<file path="config.mk">
export PLATFORM = sky130hd
export DESIGN_NAME = cps_sequencer
export DESIGN_NICKNAME = d
export VERILOG_FILES = /design/src/hdl/cps_cfg_mem.v /design/src/hdl/cps_sequencer.v
export VERILOG_INCLUDE_DIRS = /design/src /design/src/hdl
export SDC_FILE = /design/constraint.sdc
export NUM_CORES = 2
export LEC_CHECK = 0
export ABC_CLOCK_PERIOD_IN_PS = 8000
export BUFFER_PORTS_ARGS = -buffer_cell sky130_fd_sc_hd__clkbuf_2
export CORE_UTILIZATION = 30
export CTS_BUF_LIST = sky130_fd_sc_hd__clkbuf_8
export DETAILED_ROUTE_END_ITERATION = 7
export GPL_ROUTABILITY_DRIVEN = 1
export GPL_TIMING_DRIVEN = 0
export SYNTH_ARGS = -nofsm -noshare
export SYNTH_HDL_FRONTEND = slang
export SYNTH_HIERARCHICAL = 1
export SYNTH_SLANG_ARGS = --single-unit
</file>
<file path="constraint.sdc">
create_clock -name sys_clk -period 8 [get_ports sys_clk]
set_input_delay 1.6 -clock sys_clk [delete_from_list [all_inputs] [get_ports sys_clk]]
set_output_delay 1.6 -clock sys_clk [all_outputs]
set_load 0.005 [all_outputs]
</file>
<file path="src/hdl/cps_regs.vh">
// constants for the codec clock and power sequencing controller
`ifndef CPS_REGS_VH
`define CPS_REGS_VH

// system clock rate
`define CPS_CLK_HZ          100000000
`define CPS_CLK_PER_MS      100000

// timing figures, in milliseconds unless named otherwise
`define CPS_T_RESET_MS      10
`define CPS_T_SETTLE_MS     1
`define CPS_T_LOCK_MASTER_MS 4
`define CPS_T_LOCK_FRAME_MS 40
`define CPS_T_LOCK_BIT_MS   4
`define CPS_T_OSC_MS        1
`define CPS_LIMIT_PERIODS   1059
`define CPS_FS_HZ           44100

// clocking modes
`define CPS_MODE_PLL_MASTER 2'h0
`define CPS_MODE_PLL_SLAVE  2'h1
`define CPS_MODE_EXT_SLAVE  2'h2
`define CPS_MODE_EXT_MASTER 2'h3

// device control register holding the clock enables
`define CPS_ADDR_CLOCK      8'h01
`define CPS_BIT_OSC_EN      0
`define CPS_BIT_PLL_EN      1
`define CPS_BIT_MASTER_SEL  3

// device control register holding the four block power bits
`define CPS_ADDR_POWER      8'h00
`define CPS_BIT_ADC_PWR     0
`define CPS_BIT_DSP_PWR     1
`define CPS_BIT_LOA_PWR     2
`define CPS_BIT_LOB_PWR     3

// device register ranges the configuration table is expected to cover
`define CPS_ADDR_VOL_FIRST  8'h05
`define CPS_ADDR_VOL_LAST   8'h06
`define CPS_ADDR_LIM1_FIRST 8'h08
`define CPS_ADDR_LIM1_REF   8'h0A
`define CPS_ADDR_LIM2_FIRST 8'h0B
`define CPS_ADDR_LIM2_REF   8'h0D
`define CPS_ADDR_F1_FIRST   8'h0E
`define CPS_ADDR_F1_LAST    8'h17
`define CPS_ADDR_EQ1_FIRST  8'h18
`define CPS_ADDR_EQ1_LAST   8'h45
`define CPS_ADDR_F2_FIRST   8'h46
`define CPS_ADDR_F2_LAST    8'h4F
`define CPS_ADDR_EQ2_FIRST  8'h50
`define CPS_ADDR_EQ2_LAST   8'h7D

// configuration table shape
`define CPS_TBL_AW          7
`define CPS_TBL_DEPTH       128
`define CPS_TBL_DW          16

`endif

</file>
<file path="src/hdl/cps_cfg_mem.v">
// configuration table memory: address/data pairs, registered read
`timescale 1ns/1ns
`default_nettype none
`include "cps_regs.vh"

module cps_cfg_mem (
	// clock
	input  wire                      sys_clk,
	// write side
	input  wire                      wrEn,
	input  wire [`CPS_TBL_AW-1:0]    wrIdx,
	input  wire [`CPS_TBL_DW-1:0]    wrWord,
	// read side
	input  wire [`CPS_TBL_AW-1:0]    rdIdx,
	output reg  [`CPS_TBL_DW-1:0]    rdWord
);

	reg [`CPS_TBL_DW-1:0] mem [0:`CPS_TBL_DEPTH-1];

	always @(posedge sys_clk) begin
		if (wrEn) begin
			mem[wrIdx] <= wrWord;
		end
		rdWord <= mem[rdIdx];
	end

endmodule // cps_cfg_mem
`default_nettype wire

</file>
<file path="src/hdl/cps_sequencer.v">
// host-side start-up, clock and power sequencer for the audio codec
// Codec rules this block works to
// RULE1 - hold the reset pin low at least 10 ms before raising it
// RULE2 - no register writes during the 1 ms reference power-up after reset
// RULE3 - PLL master: write format and rate fields before oscillator and PLL enable
// RULE4 - after enabling oscillator and PLL, allow 4 ms for lock
// RULE5 - PLL master: device clocks appear only after lock; wait before use
// RULE6 - PLL slave lock: 40 ms on frame clock, 4 ms on bit clock
// RULE7 - PLL slave: write fields, then supply the reference clocks
// RULE8 - external slave: write fields, then supply master, frame and bit clocks (here the master clock starts at end of settle, before the fields)
// RULE9 - external master: master-select set only after master clock is stable
// RULE10 - PLL mode: after a rate change wait lock time before power-up
// RULE11 - 2.1 path settings come from the loaded configuration table
// RULE12 - device ramps volume softly after power-up; nothing to drive here
// RULE13 - limiter settings written from the table before power-up
// RULE14 - first DSP coefficients written from the table before power-up
// RULE15 - second DSP coefficients written from the table before power-up
// RULE16 - all four power bits set together, and cleared together
// RULE17 - running reported only after 1059 sample periods of limiter start-up
// RULE18 - PLL master stop: clear oscillator and PLL bits, then stop master clock
// RULE19 - PLL slave stop: clear PLL bit, then stop bit and frame clocks
// RULE20 - external master stop: device parks its clocks once master clock stops
// RULE21 - driving the reset pin low returns device registers to defaults
// RULE22 - clocks are supplied whenever any device block is powered
`timescale 1ns/1ns
`default_nettype none
`include "cps_regs.vh"

module cps_sequencer #(
	parameter [31:0] RESET_CYC  = `CPS_T_RESET_MS * `CPS_CLK_PER_MS,
	parameter [31:0] SETTLE_CYC = `CPS_T_SETTLE_MS * `CPS_CLK_PER_MS,
	parameter [31:0] LOCK_M_CYC = `CPS_T_LOCK_MASTER_MS * `CPS_CLK_PER_MS,
	parameter [31:0] LOCK_F_CYC = `CPS_T_LOCK_FRAME_MS * `CPS_CLK_PER_MS,
	parameter [31:0] LOCK_B_CYC = `CPS_T_LOCK_BIT_MS * `CPS_CLK_PER_MS,
	parameter [31:0] OSC_CYC    = `CPS_T_OSC_MS * `CPS_CLK_PER_MS,
	parameter [31:0] LIMIT_CYC  = (`CPS_LIMIT_PERIODS * (`CPS_CLK_HZ / 100)
		+ (`CPS_FS_HZ / 100) - 1) / (`CPS_FS_HZ / 100)
) (
	// clock and reset
	input  wire                      sys_clk,
	input  wire                      srst,
	// user commands, one-cycle pulses
	input  wire                      cmdStart,
	input  wire                      cmdReconfig,
	input  wire                      cmdPowerUp,
	input  wire                      cmdPowerDown,
	input  wire                      cmdStop,
	// user configuration
	input  wire [1:0]                clockMode,
	input  wire                      pllRefIsFrame,
	input  wire [`CPS_TBL_AW:0]      tblCount,
	// configuration table load port
	input  wire                      tblWrEn,
	input  wire [`CPS_TBL_AW-1:0]    tblWrIdx,
	input  wire [7:0]                tblWrAddr,
	input  wire [7:0]                tblWrData,
	// device register write requests, to the control-port engine
	output reg                       regWrValid,
	output reg  [7:0]                regWrAddr,
	output reg  [7:0]                regWrData,
	input  wire                      regWrReady,
	// device pins and host clock sources
	output reg                       powerDownResetPinN,
	output reg                       masterClockRun,
	output reg                       linkClocksRun,
	// status
	output wire                      statusOff,
	output wire                      statusClockReady,
	output wire                      statusRunning,
	output wire                      statusBusy
);

	localparam [11:0] S_OFF    = 12'h001;
	localparam [11:0] S_RST    = 12'h002;
	localparam [11:0] S_SETTLE = 12'h004;
	localparam [11:0] S_CFG    = 12'h008;
	localparam [11:0] S_PRE    = 12'h010;
	localparam [11:0] S_CLKW   = 12'h020;
	localparam [11:0] S_LOCK   = 12'h040;
	localparam [11:0] S_READY  = 12'h080;
	localparam [11:0] S_PWRW   = 12'h100;
	localparam [11:0] S_LIMIT  = 12'h200;
	localparam [11:0] S_RUN    = 12'h400;
	localparam [11:0] S_STOPW  = 12'h800;

	localparam [7:0] CLK_OSC_PLL = 8'h03;
	localparam [7:0] CLK_MASTER  = 8'h09;
	localparam [7:0] PWR_ALL     = 8'h0F;
	localparam [7:0] ZERO_BYTE   = 8'h00;

	reg  [11:0]              state;
	reg  [31:0]              cnt;
	reg  [`CPS_TBL_AW:0]     idx;
	reg                      rdPend;
	reg                      clkUp;
	reg                      pwrOn;
	wire [`CPS_TBL_DW-1:0]   tblWord;
	wire                     wrDone;
	wire [31:0]              lockCyc;

	function isPll;
		input [1:0] mode;
		begin
			isPll = (mode == `CPS_MODE_PLL_MASTER) || (mode == `CPS_MODE_PLL_SLAVE);
		end
	endfunction

	cps_cfg_mem uTable (
		.sys_clk (sys_clk),
		.wrEn    (tblWrEn),
		.wrIdx   (tblWrIdx),
		.wrWord  ({tblWrAddr, tblWrData}),
		.rdIdx   (idx[`CPS_TBL_AW-1:0]),
		.rdWord  (tblWord)
	);

	assign wrDone  = regWrValid && regWrReady;
	// RULE6 lock by reference
	assign lockCyc = (clockMode == `CPS_MODE_PLL_SLAVE) ?
		(pllRefIsFrame ? LOCK_F_CYC : LOCK_B_CYC) : LOCK_M_CYC;

	assign statusOff        = state[0];
	assign statusClockReady = state[7];
	assign statusRunning    = state[10];
	assign statusBusy       = ~(state[0] | state[7] | state[10]);

	always @(posedge sys_clk) begin
		if (srst) begin
			state              <= S_OFF;
			cnt                <= 32'h0;
			idx                <= {(`CPS_TBL_AW+1){1'b0}};
			rdPend             <= 1'b0;
			clkUp              <= 1'b0;
			pwrOn              <= 1'b0;
			regWrValid         <= 1'b0;
			regWrAddr          <= 8'h00;
			regWrData          <= 8'h00;
			powerDownResetPinN <= 1'b0;
			masterClockRun     <= 1'b0;
			linkClocksRun      <= 1'b0;
		end else begin
			if (wrDone) begin
				regWrValid <= 1'b0;
			end
			case (state)
			S_OFF: begin
				if (cmdStart) begin
					// RULE1 reset low time
					powerDownResetPinN <= 1'b0;
					cnt                <= RESET_CYC - 32'h1;
					state              <= S_RST;
				end
			end
			S_RST: begin
				if (cnt == 32'h0) begin
					powerDownResetPinN <= 1'b1;
					cnt                <= SETTLE_CYC - 32'h1;
					state              <= S_SETTLE;
				end else begin
					cnt <= cnt - 32'h1;
				end
			end
			S_SETTLE: begin
				// RULE2 no writes here
				if (cnt == 32'h0) begin
					idx    <= {(`CPS_TBL_AW+1){1'b0}};
					rdPend <= 1'b0;
					clkUp  <= 1'b0;
					// RULE22 clock before blocks power
					masterClockRun <= (clockMode != `CPS_MODE_PLL_SLAVE);
					state          <= S_CFG;
				end else begin
					cnt <= cnt - 32'h1;
				end
			end
			S_CFG: begin
				// RULE11 RULE13 table stream
				// RULE14 RULE15 coefficients first
				if (rdPend) begin
					rdPend     <= 1'b0;
					regWrAddr  <= tblWord[15:8];
					regWrData  <= tblWord[7:0];
					regWrValid <= 1'b1;
					idx        <= idx + {{`CPS_TBL_AW{1'b0}}, 1'b1};
				end else if (!regWrValid) begin
					if (idx != tblCount) begin
						rdPend <= 1'b1;
					end else if (clkUp) begin
						// RULE10 relock after rate change
						if (isPll(clockMode)) begin
							cnt   <= lockCyc - 32'h1;
							state <= S_LOCK;
						end else begin
							state <= S_READY;
						end
					end else begin
						case (clockMode)
						`CPS_MODE_PLL_MASTER, `CPS_MODE_PLL_SLAVE: begin
							// RULE3 fields before enables
							regWrAddr  <= `CPS_ADDR_CLOCK;
							regWrData  <= CLK_OSC_PLL;
							regWrValid <= 1'b1;
							state      <= S_CLKW;
						end
						`CPS_MODE_EXT_SLAVE: begin
							// RULE8 link clocks after fields; master clock runs since settle
							linkClocksRun <= 1'b1;
							clkUp         <= 1'b1;
							state         <= S_READY;
						end
						default: begin
							cnt   <= OSC_CYC - 32'h1;
							state <= S_PRE;
						end
						endcase
					end
				end
			end
			S_PRE: begin
				// RULE9 master select after oscillator wait
				if (cnt == 32'h0) begin
					regWrAddr  <= `CPS_ADDR_CLOCK;
					regWrData  <= CLK_MASTER;
					regWrValid <= 1'b1;
					state      <= S_CLKW;
				end else begin
					cnt <= cnt - 32'h1;
				end
			end
			S_CLKW: begin
				if (wrDone) begin
					clkUp <= 1'b1;
					if (isPll(clockMode)) begin
						// RULE7 reference after fields
						if (clockMode == `CPS_MODE_PLL_SLAVE) begin
							linkClocksRun <= 1'b1;
						end
						// RULE4 lock wait
						cnt   <= lockCyc - 32'h1;
						state <= S_LOCK;
					end else begin
						state <= S_READY;
					end
				end
			end
			S_LOCK: begin
				// RULE5 RULE6 use after lock only
				if (cnt == 32'h0) begin
					state <= S_READY;
				end else begin
					cnt <= cnt - 32'h1;
				end
			end
			S_READY: begin
				if (cmdPowerUp) begin
					// RULE16 four bits together
					regWrAddr  <= `CPS_ADDR_POWER;
					regWrData  <= PWR_ALL;
					regWrValid <= 1'b1;
					pwrOn      <= 1'b1;
					state      <= S_PWRW;
				end else if (cmdReconfig) begin
					idx   <= {(`CPS_TBL_AW+1){1'b0}};
					state <= S_CFG;
				end else if (cmdStop) begin
					if (clockMode == `CPS_MODE_EXT_SLAVE) begin
						masterClockRun     <= 1'b0;
						linkClocksRun      <= 1'b0;
						// RULE21 registers back to defaults
						powerDownResetPinN <= 1'b0;
						state              <= S_OFF;
					end else begin
						// RULE18 RULE19 enables cleared first
						regWrAddr  <= `CPS_ADDR_CLOCK;
						regWrData  <= ZERO_BYTE;
						regWrValid <= 1'b1;
						state      <= S_STOPW;
					end
				end
			end
			S_PWRW: begin
				if (wrDone) begin
					if (pwrOn) begin
						cnt   <= LIMIT_CYC - 32'h1;
						state <= S_LIMIT;
					end else begin
						state <= S_READY;
					end
				end
			end
			S_LIMIT, S_RUN: begin
				if (cmdPowerDown) begin
					// RULE16 four bits cleared together
					regWrAddr  <= `CPS_ADDR_POWER;
					regWrData  <= ZERO_BYTE;
					regWrValid <= 1'b1;
					pwrOn      <= 1'b0;
					state      <= S_PWRW;
				end else if (state == S_LIMIT) begin
					// RULE17 limiter start-up wait
					if (cnt == 32'h0) begin
						state <= S_RUN;
					end else begin
						cnt <= cnt - 32'h1;
					end
				end
			end
			S_STOPW: begin
				if (wrDone) begin
					// RULE18 RULE19 clocks stop after write
					masterClockRun     <= 1'b0;
					linkClocksRun      <= 1'b0;
					// RULE21 registers back to defaults
					powerDownResetPinN <= 1'b0;
					clkUp              <= 1'b0;
					state              <= S_OFF;
				end
			end
			default: begin
				state <= S_OFF;
			end
			endcase
		end
	end

endmodule // cps_sequencer
`default_nettype wire

</file>
; ---- After elaboration in Yosys (flattened, before gate mapping)
; Memories as Yosys holds them, arrays and structs flattened. A register that Yosys moved wholly into a read port is not among the register bits.
; Index checks and enable logic that the tools add are counted.
[op_classes]
add_sub_neg = 3
eq_ne = 53
muxes = 117
bitwise = 3
reduce_logical = 27
[ops]
columns = op, count
row1 = $mux W32, 14
row2 = $mux W12, 19
row3 = $pmux W32 S7, 1
row4 = $mux W8, 26
row5 = $pmux W12 S11, 1
row6 = $pmux W8 S4, 2
row7 = $ne A2 B2 Y1 const B, 26
row8 = $mux W22, 2
row9 = $mux W1, 42
row10 = $logic_not A32 Y1, 1
row11 = $sub A32 B1 Y32 const B, 1
row12 = $ne A3 B3 Y1 const B, 10
row13 = $reduce_and A14 Y1, 2
row14 = $pmux W8 S3, 1
row15 = $sub A22 B1 Y23 const B, 1
row16 = $pmux W1 S4, 4
row17 = $pmux W8 S2, 1
row18 = $reduce_bool A4 Y1, 4
row19 = $reduce_and A7 Y1, 2
row20 = $eq A12 B1 Y1 const B, 1
row21 = $eq A12 B10 Y1 const B, 1
row22 = $eq A12 B11 Y1 const B, 1
row23 = $eq A12 B12 Y1 const B, 1
row24 = $eq A12 B2 Y1 const B, 1
row25 = 32 further kinds, 38
[word_totals]
regBits = 75
mem_bits_rw = 2048
n_memories = 1
[memory_table]
columns = name, depth, word_bits, rd, rd_ports_with_merged_regs, write_ports, line
row1 = uTable.mem, 128, 16, 1, 1, 1, cps_cfg_mem.v:18  ; reg [`CPS_TBL_DW-1:0] mem [0:`CPS_TBL_DEPTH-1];

; ---- Depth between registers and ports, before layout
[logic_depth]
word_depth = 9
ltp_mapped = 11
mapped_depth_nobuf = 9

; ---- Modules after synthesis
; Netlist, hierarchy kept.
[by_module_without_submodules]
columns = module, n_inst, cells_per_inst, area_per_inst_um2
row1 = cps_cfg_mem, 1, 3085, 78524.1
row2 = cps_sequencer, 1, 648, 4853.4

; ---- Worst setup path before layout
; OpenSTA, ideal clock, no wires.
[synth_path]
path_type = input-to-reg
startpoint = input tblCount[7]
endpoint = register cnt[19]
arrival_ps = 3481
required_ps = 7868
slack_ps = 4387
path_stages = 8
path_cell_list = xor2_1 > nor4_1 > a31oi_1 > nor3_1 > nand3b_2 > buf_4 > o31ai_1 > a21oi_1
[synth_via]
elab_chain_len = 3
[synth_rtl]
columns = item, line
row1 = start: declaration, cps_sequencer.v:51  ; input wire [`CPS_TBL_AW:0] tblCount,
row2 = $ne A8 B8 Y1, cps_sequencer.v:186  ; if (idx != tblCount) begin
row3 = $ne A2 B2 Y1 (no line), -
row4 = $reduce_and A11 Y1 (no line), -
row5 = end signal: assignment, cps_sequencer.v:173  ; cnt <= cnt - 32'h1;
row6 = end signal: assignment, cps_sequencer.v:191  ; cnt <= lockCyc - 32'h1;
row7 = end signal: assignment, cps_sequencer.v:212  ; cnt <= OSC_CYC - 32'h1;
row8 = end: declaration, cps_sequencer.v:92  ; reg [31:0] cnt;
; Every way passes these cells.
; A chain may end at the register's enable or synchronous reset.

==> flow_summary.json <==
{
  "status": "finished, final reports clean",
  "drv_slew": 0,
  "synthArstFlopShare_pct": 0,
  "critPathKind": "reg2reg",
  "post_cts_buffers": 0,
  "port_buffers": 64,
  "synth_top_area_share_pct": 73.8,
  "maxCapViolations": 0,
  "worst_pin_slew_ns": 1.47,
  "post-synth-top-count-cell": "edfxtp_1",
  "stdcell_count": 8238,
  "clock-sinks": 2139,
  "rows": 193,
  "cp.required_ns": 8.88,
  "start_util_pct": 30.2,
  "min_path_type": "reg2reg",
  "yosysWarnings": 6,
  "dpl.hpwl_um": 145000,
  "setup_viol": 0,
  "ctsHoldBuffers": 0,
  "vias": 42105,
  "final_core_util_pct": 35.1,
  "path_clk_slew_ns": 0.06,
  "worstPathArrival_ns": 6.04,
  "layout-drive-gt1-share_pct": 33.6,
  "cts_tree": "yes",
  "final.period_utilization_pct": 64.4,
  "startpoint_type": "flip-flop",
  "rsz0062_at_grt": "no",
  "synth.distinct_cells": 81,
  "nets": 4317,
  "ys_seq_area_share_pct": 75.9,
  "synth-edff-count": 2048,
  "grt_max_degree": 129,
  "antenna_found_initial": 35,
  "cts_resized": 0,
  "syn_area_per_cell_um2": 22.3,
  "ir_drop_uv": 195,
  "setup-tns-final_ns": 0,
  "syn_nets": 3778,
  "leakage_nw": 29.1,
  "cts_buffers": 352,
  "hold_violations": 0,
  "grtUsageTotal_pct": 15.5,
  "fmax_ghz": 0.194,
  "core-area_mm2": 0.276,
  "die-area_mm2": 0.280,
  "clock_latency_ns": 1.03,
  "synth_area_mm2": 0.0834,
  "drc": 0,
  "drtIter0Drc": 5384,
  "slew_headroom_pct": 1.67,
  "synth_ff_type": "edfxtp_1",
  "grt_pass1_wl_um": 310000,
  "ant_nets": 0,
  "whs_ns": 0.442,
  "yosysTopAreaCell": "edfxtp_1",
  "area.growth.synth_to_final_pct": 16.4,
  "n_fill_cell": 25423,
  "placed_cells": 7623,
  "drtPass1Iterations": 6,
  "fin_skew_ns": 0.0656,
  "synth_area_leaders": "edfxtp_1, mux4_2, dfxtp_1",
  "endpoint_kind": "flip-flop",
  "ios": 67,
  "viasPerCell": 5.11,
  "clockBufferDepth": 4,
  "ys_seq_elements": 2139,
  "period_needed_ns": 5.15,
  "ctsHtreeMaxLevel": 5,
  "synth_commonest_cells": "edfxtp_1, mux4_2, nor2_1",
  "die_x_um": 529,
  "globalplace.congestion": 0.881,
  "path_max_fanout": 10,
  "die_h_um": 529,
  "overflow": 0,
  "power_density_mw_per_mm2": 223,
  "syn_inst": 3733,
  "wl_per_cell_um": 26.6,
  "finalPower_mw": 21.6,
  "grt_pass1_vias": 41825,
  "clock_tree.root_cell": "clkbuf_8",
  "totalWireLength_um": 219000
}
layout make-up:
cell class	instances	area, µm²	share of cell area (%)
clock buffers	359	4940	5.09
well taps	3705	4640	4.78
repair buffers	185	2480	2.56
diodes	8	20.0	0.0206
multi-input cells	1366	19400	20.0
flip-flops and latches	2139	63300	65.3
inverters	17	63.8	0.0658
plain buffers	211	907	0.935
clock inverters	248	1240	1.27
registers in the layout, summed over array words and instances, names as in the netlist:
| register | cells |
|---|---|
| idx | 8 |
| linkClocksRun | 1 |
| clkUp | 1 |
| regWrData | 8 |
| powerDownResetPinN | 1 |
| state | 12 |
| masterClockRun | 1 |
| regWrAddr | 8 |
| rdPend | 1 |
| pwrOn | 1 |
| uTable/rdWord | 16 |
| regWrValid | 1 |
| uTable/mem | 2048 |
| cnt | 32 |
cells by family (layout without fill, tap and decap cells):
family          count (synthesis)  after routing  share of synthesized area [%]
flops                        2139           2139                           75.9
mux                           691            691                           18.4
simple gates                  442            442                           2.62
buf+inv                       228           1020                           1.15
compound gates                209            209                           1.62
xor+xnor                       22             22                          0.231
fa+ha+maj                       2              2                         0.0300
other cells                     0              8                              0
per-stage QoR:
stage / instance area (µm²) / setup slack (ns)
CTS: 97000 / 2.92
global placement: 88300 / 2.44
floorplan: 83400 / 4.39
global route: 97000 / 2.90
finish: 97000 / 2.85
detailed placement: 90800 / 2.91
where the power goes:
group / total (mW) / leakage (nW) / internal [mW] / switching [mW]
Combinational: 0.615 / 6.39 / 0.163 / 0.452
Sequential: 12.4 / 19.2 / 12.3 / 0.0352
Clock: 8.65 / 3.58 / 4.41 / 4.24
Total: 21.6 / 29.1 / 16.9 / 4.73
critical path: stages, from the launching register on:
cell	delay, ns
dfxtp_1	0.41
clkbuf_1	0.61
clkbuf_1	1.09
buf_1	0.84
mux4_2	0.45
mux4_2	0.61
mux4_2	0.57
mux2_2	0.38
cells in the final DEF (no fill, tap or decap), drive strengths merged, types with 58 or more instances in the layout:
| cell | instances |
|---|---|
| o21ai | 59 |
| dfxtp | 91 |
| edfxtp | 2048 |
| inv | 130 |
| buf | 209 |
| clkinv | 119 |
| mux4 | 672 |
| clkbuf | 546 |
| nand2 | 64 |
| a21oi | 58 |
| nor2 | 194 |
worst paths after layout:
| kind | start | end | slack (ns) | cells after the start |
|---|---|---|---|---|
| setup / recovery | idx[2] | uTable/rdWord[8] | 2.85 | 7 |
| hold / removal | uTable/rdWord[10] | regWrAddr[2] | 0.44 | 2 |
| setup reg to reg | idx[2] | uTable/rdWord[8] | 2.85 | 7 |
| hold reg to reg | uTable/rdWord[10] | regWrAddr[2] | 0.44 | 2 |
routing by layer:
layer / track usage, % / share of wire [%] / wire length, µm
met1: 21.6 / 42 / 91300
met2: 24.1 / 47 / 103000
met3: 3.17 / 8.5 / 18600
met4: 5.04 / 2.9 / 6290
met5: 0 / 0.017 / 37
No activity file was read; power rests on OpenSTA's default activity.
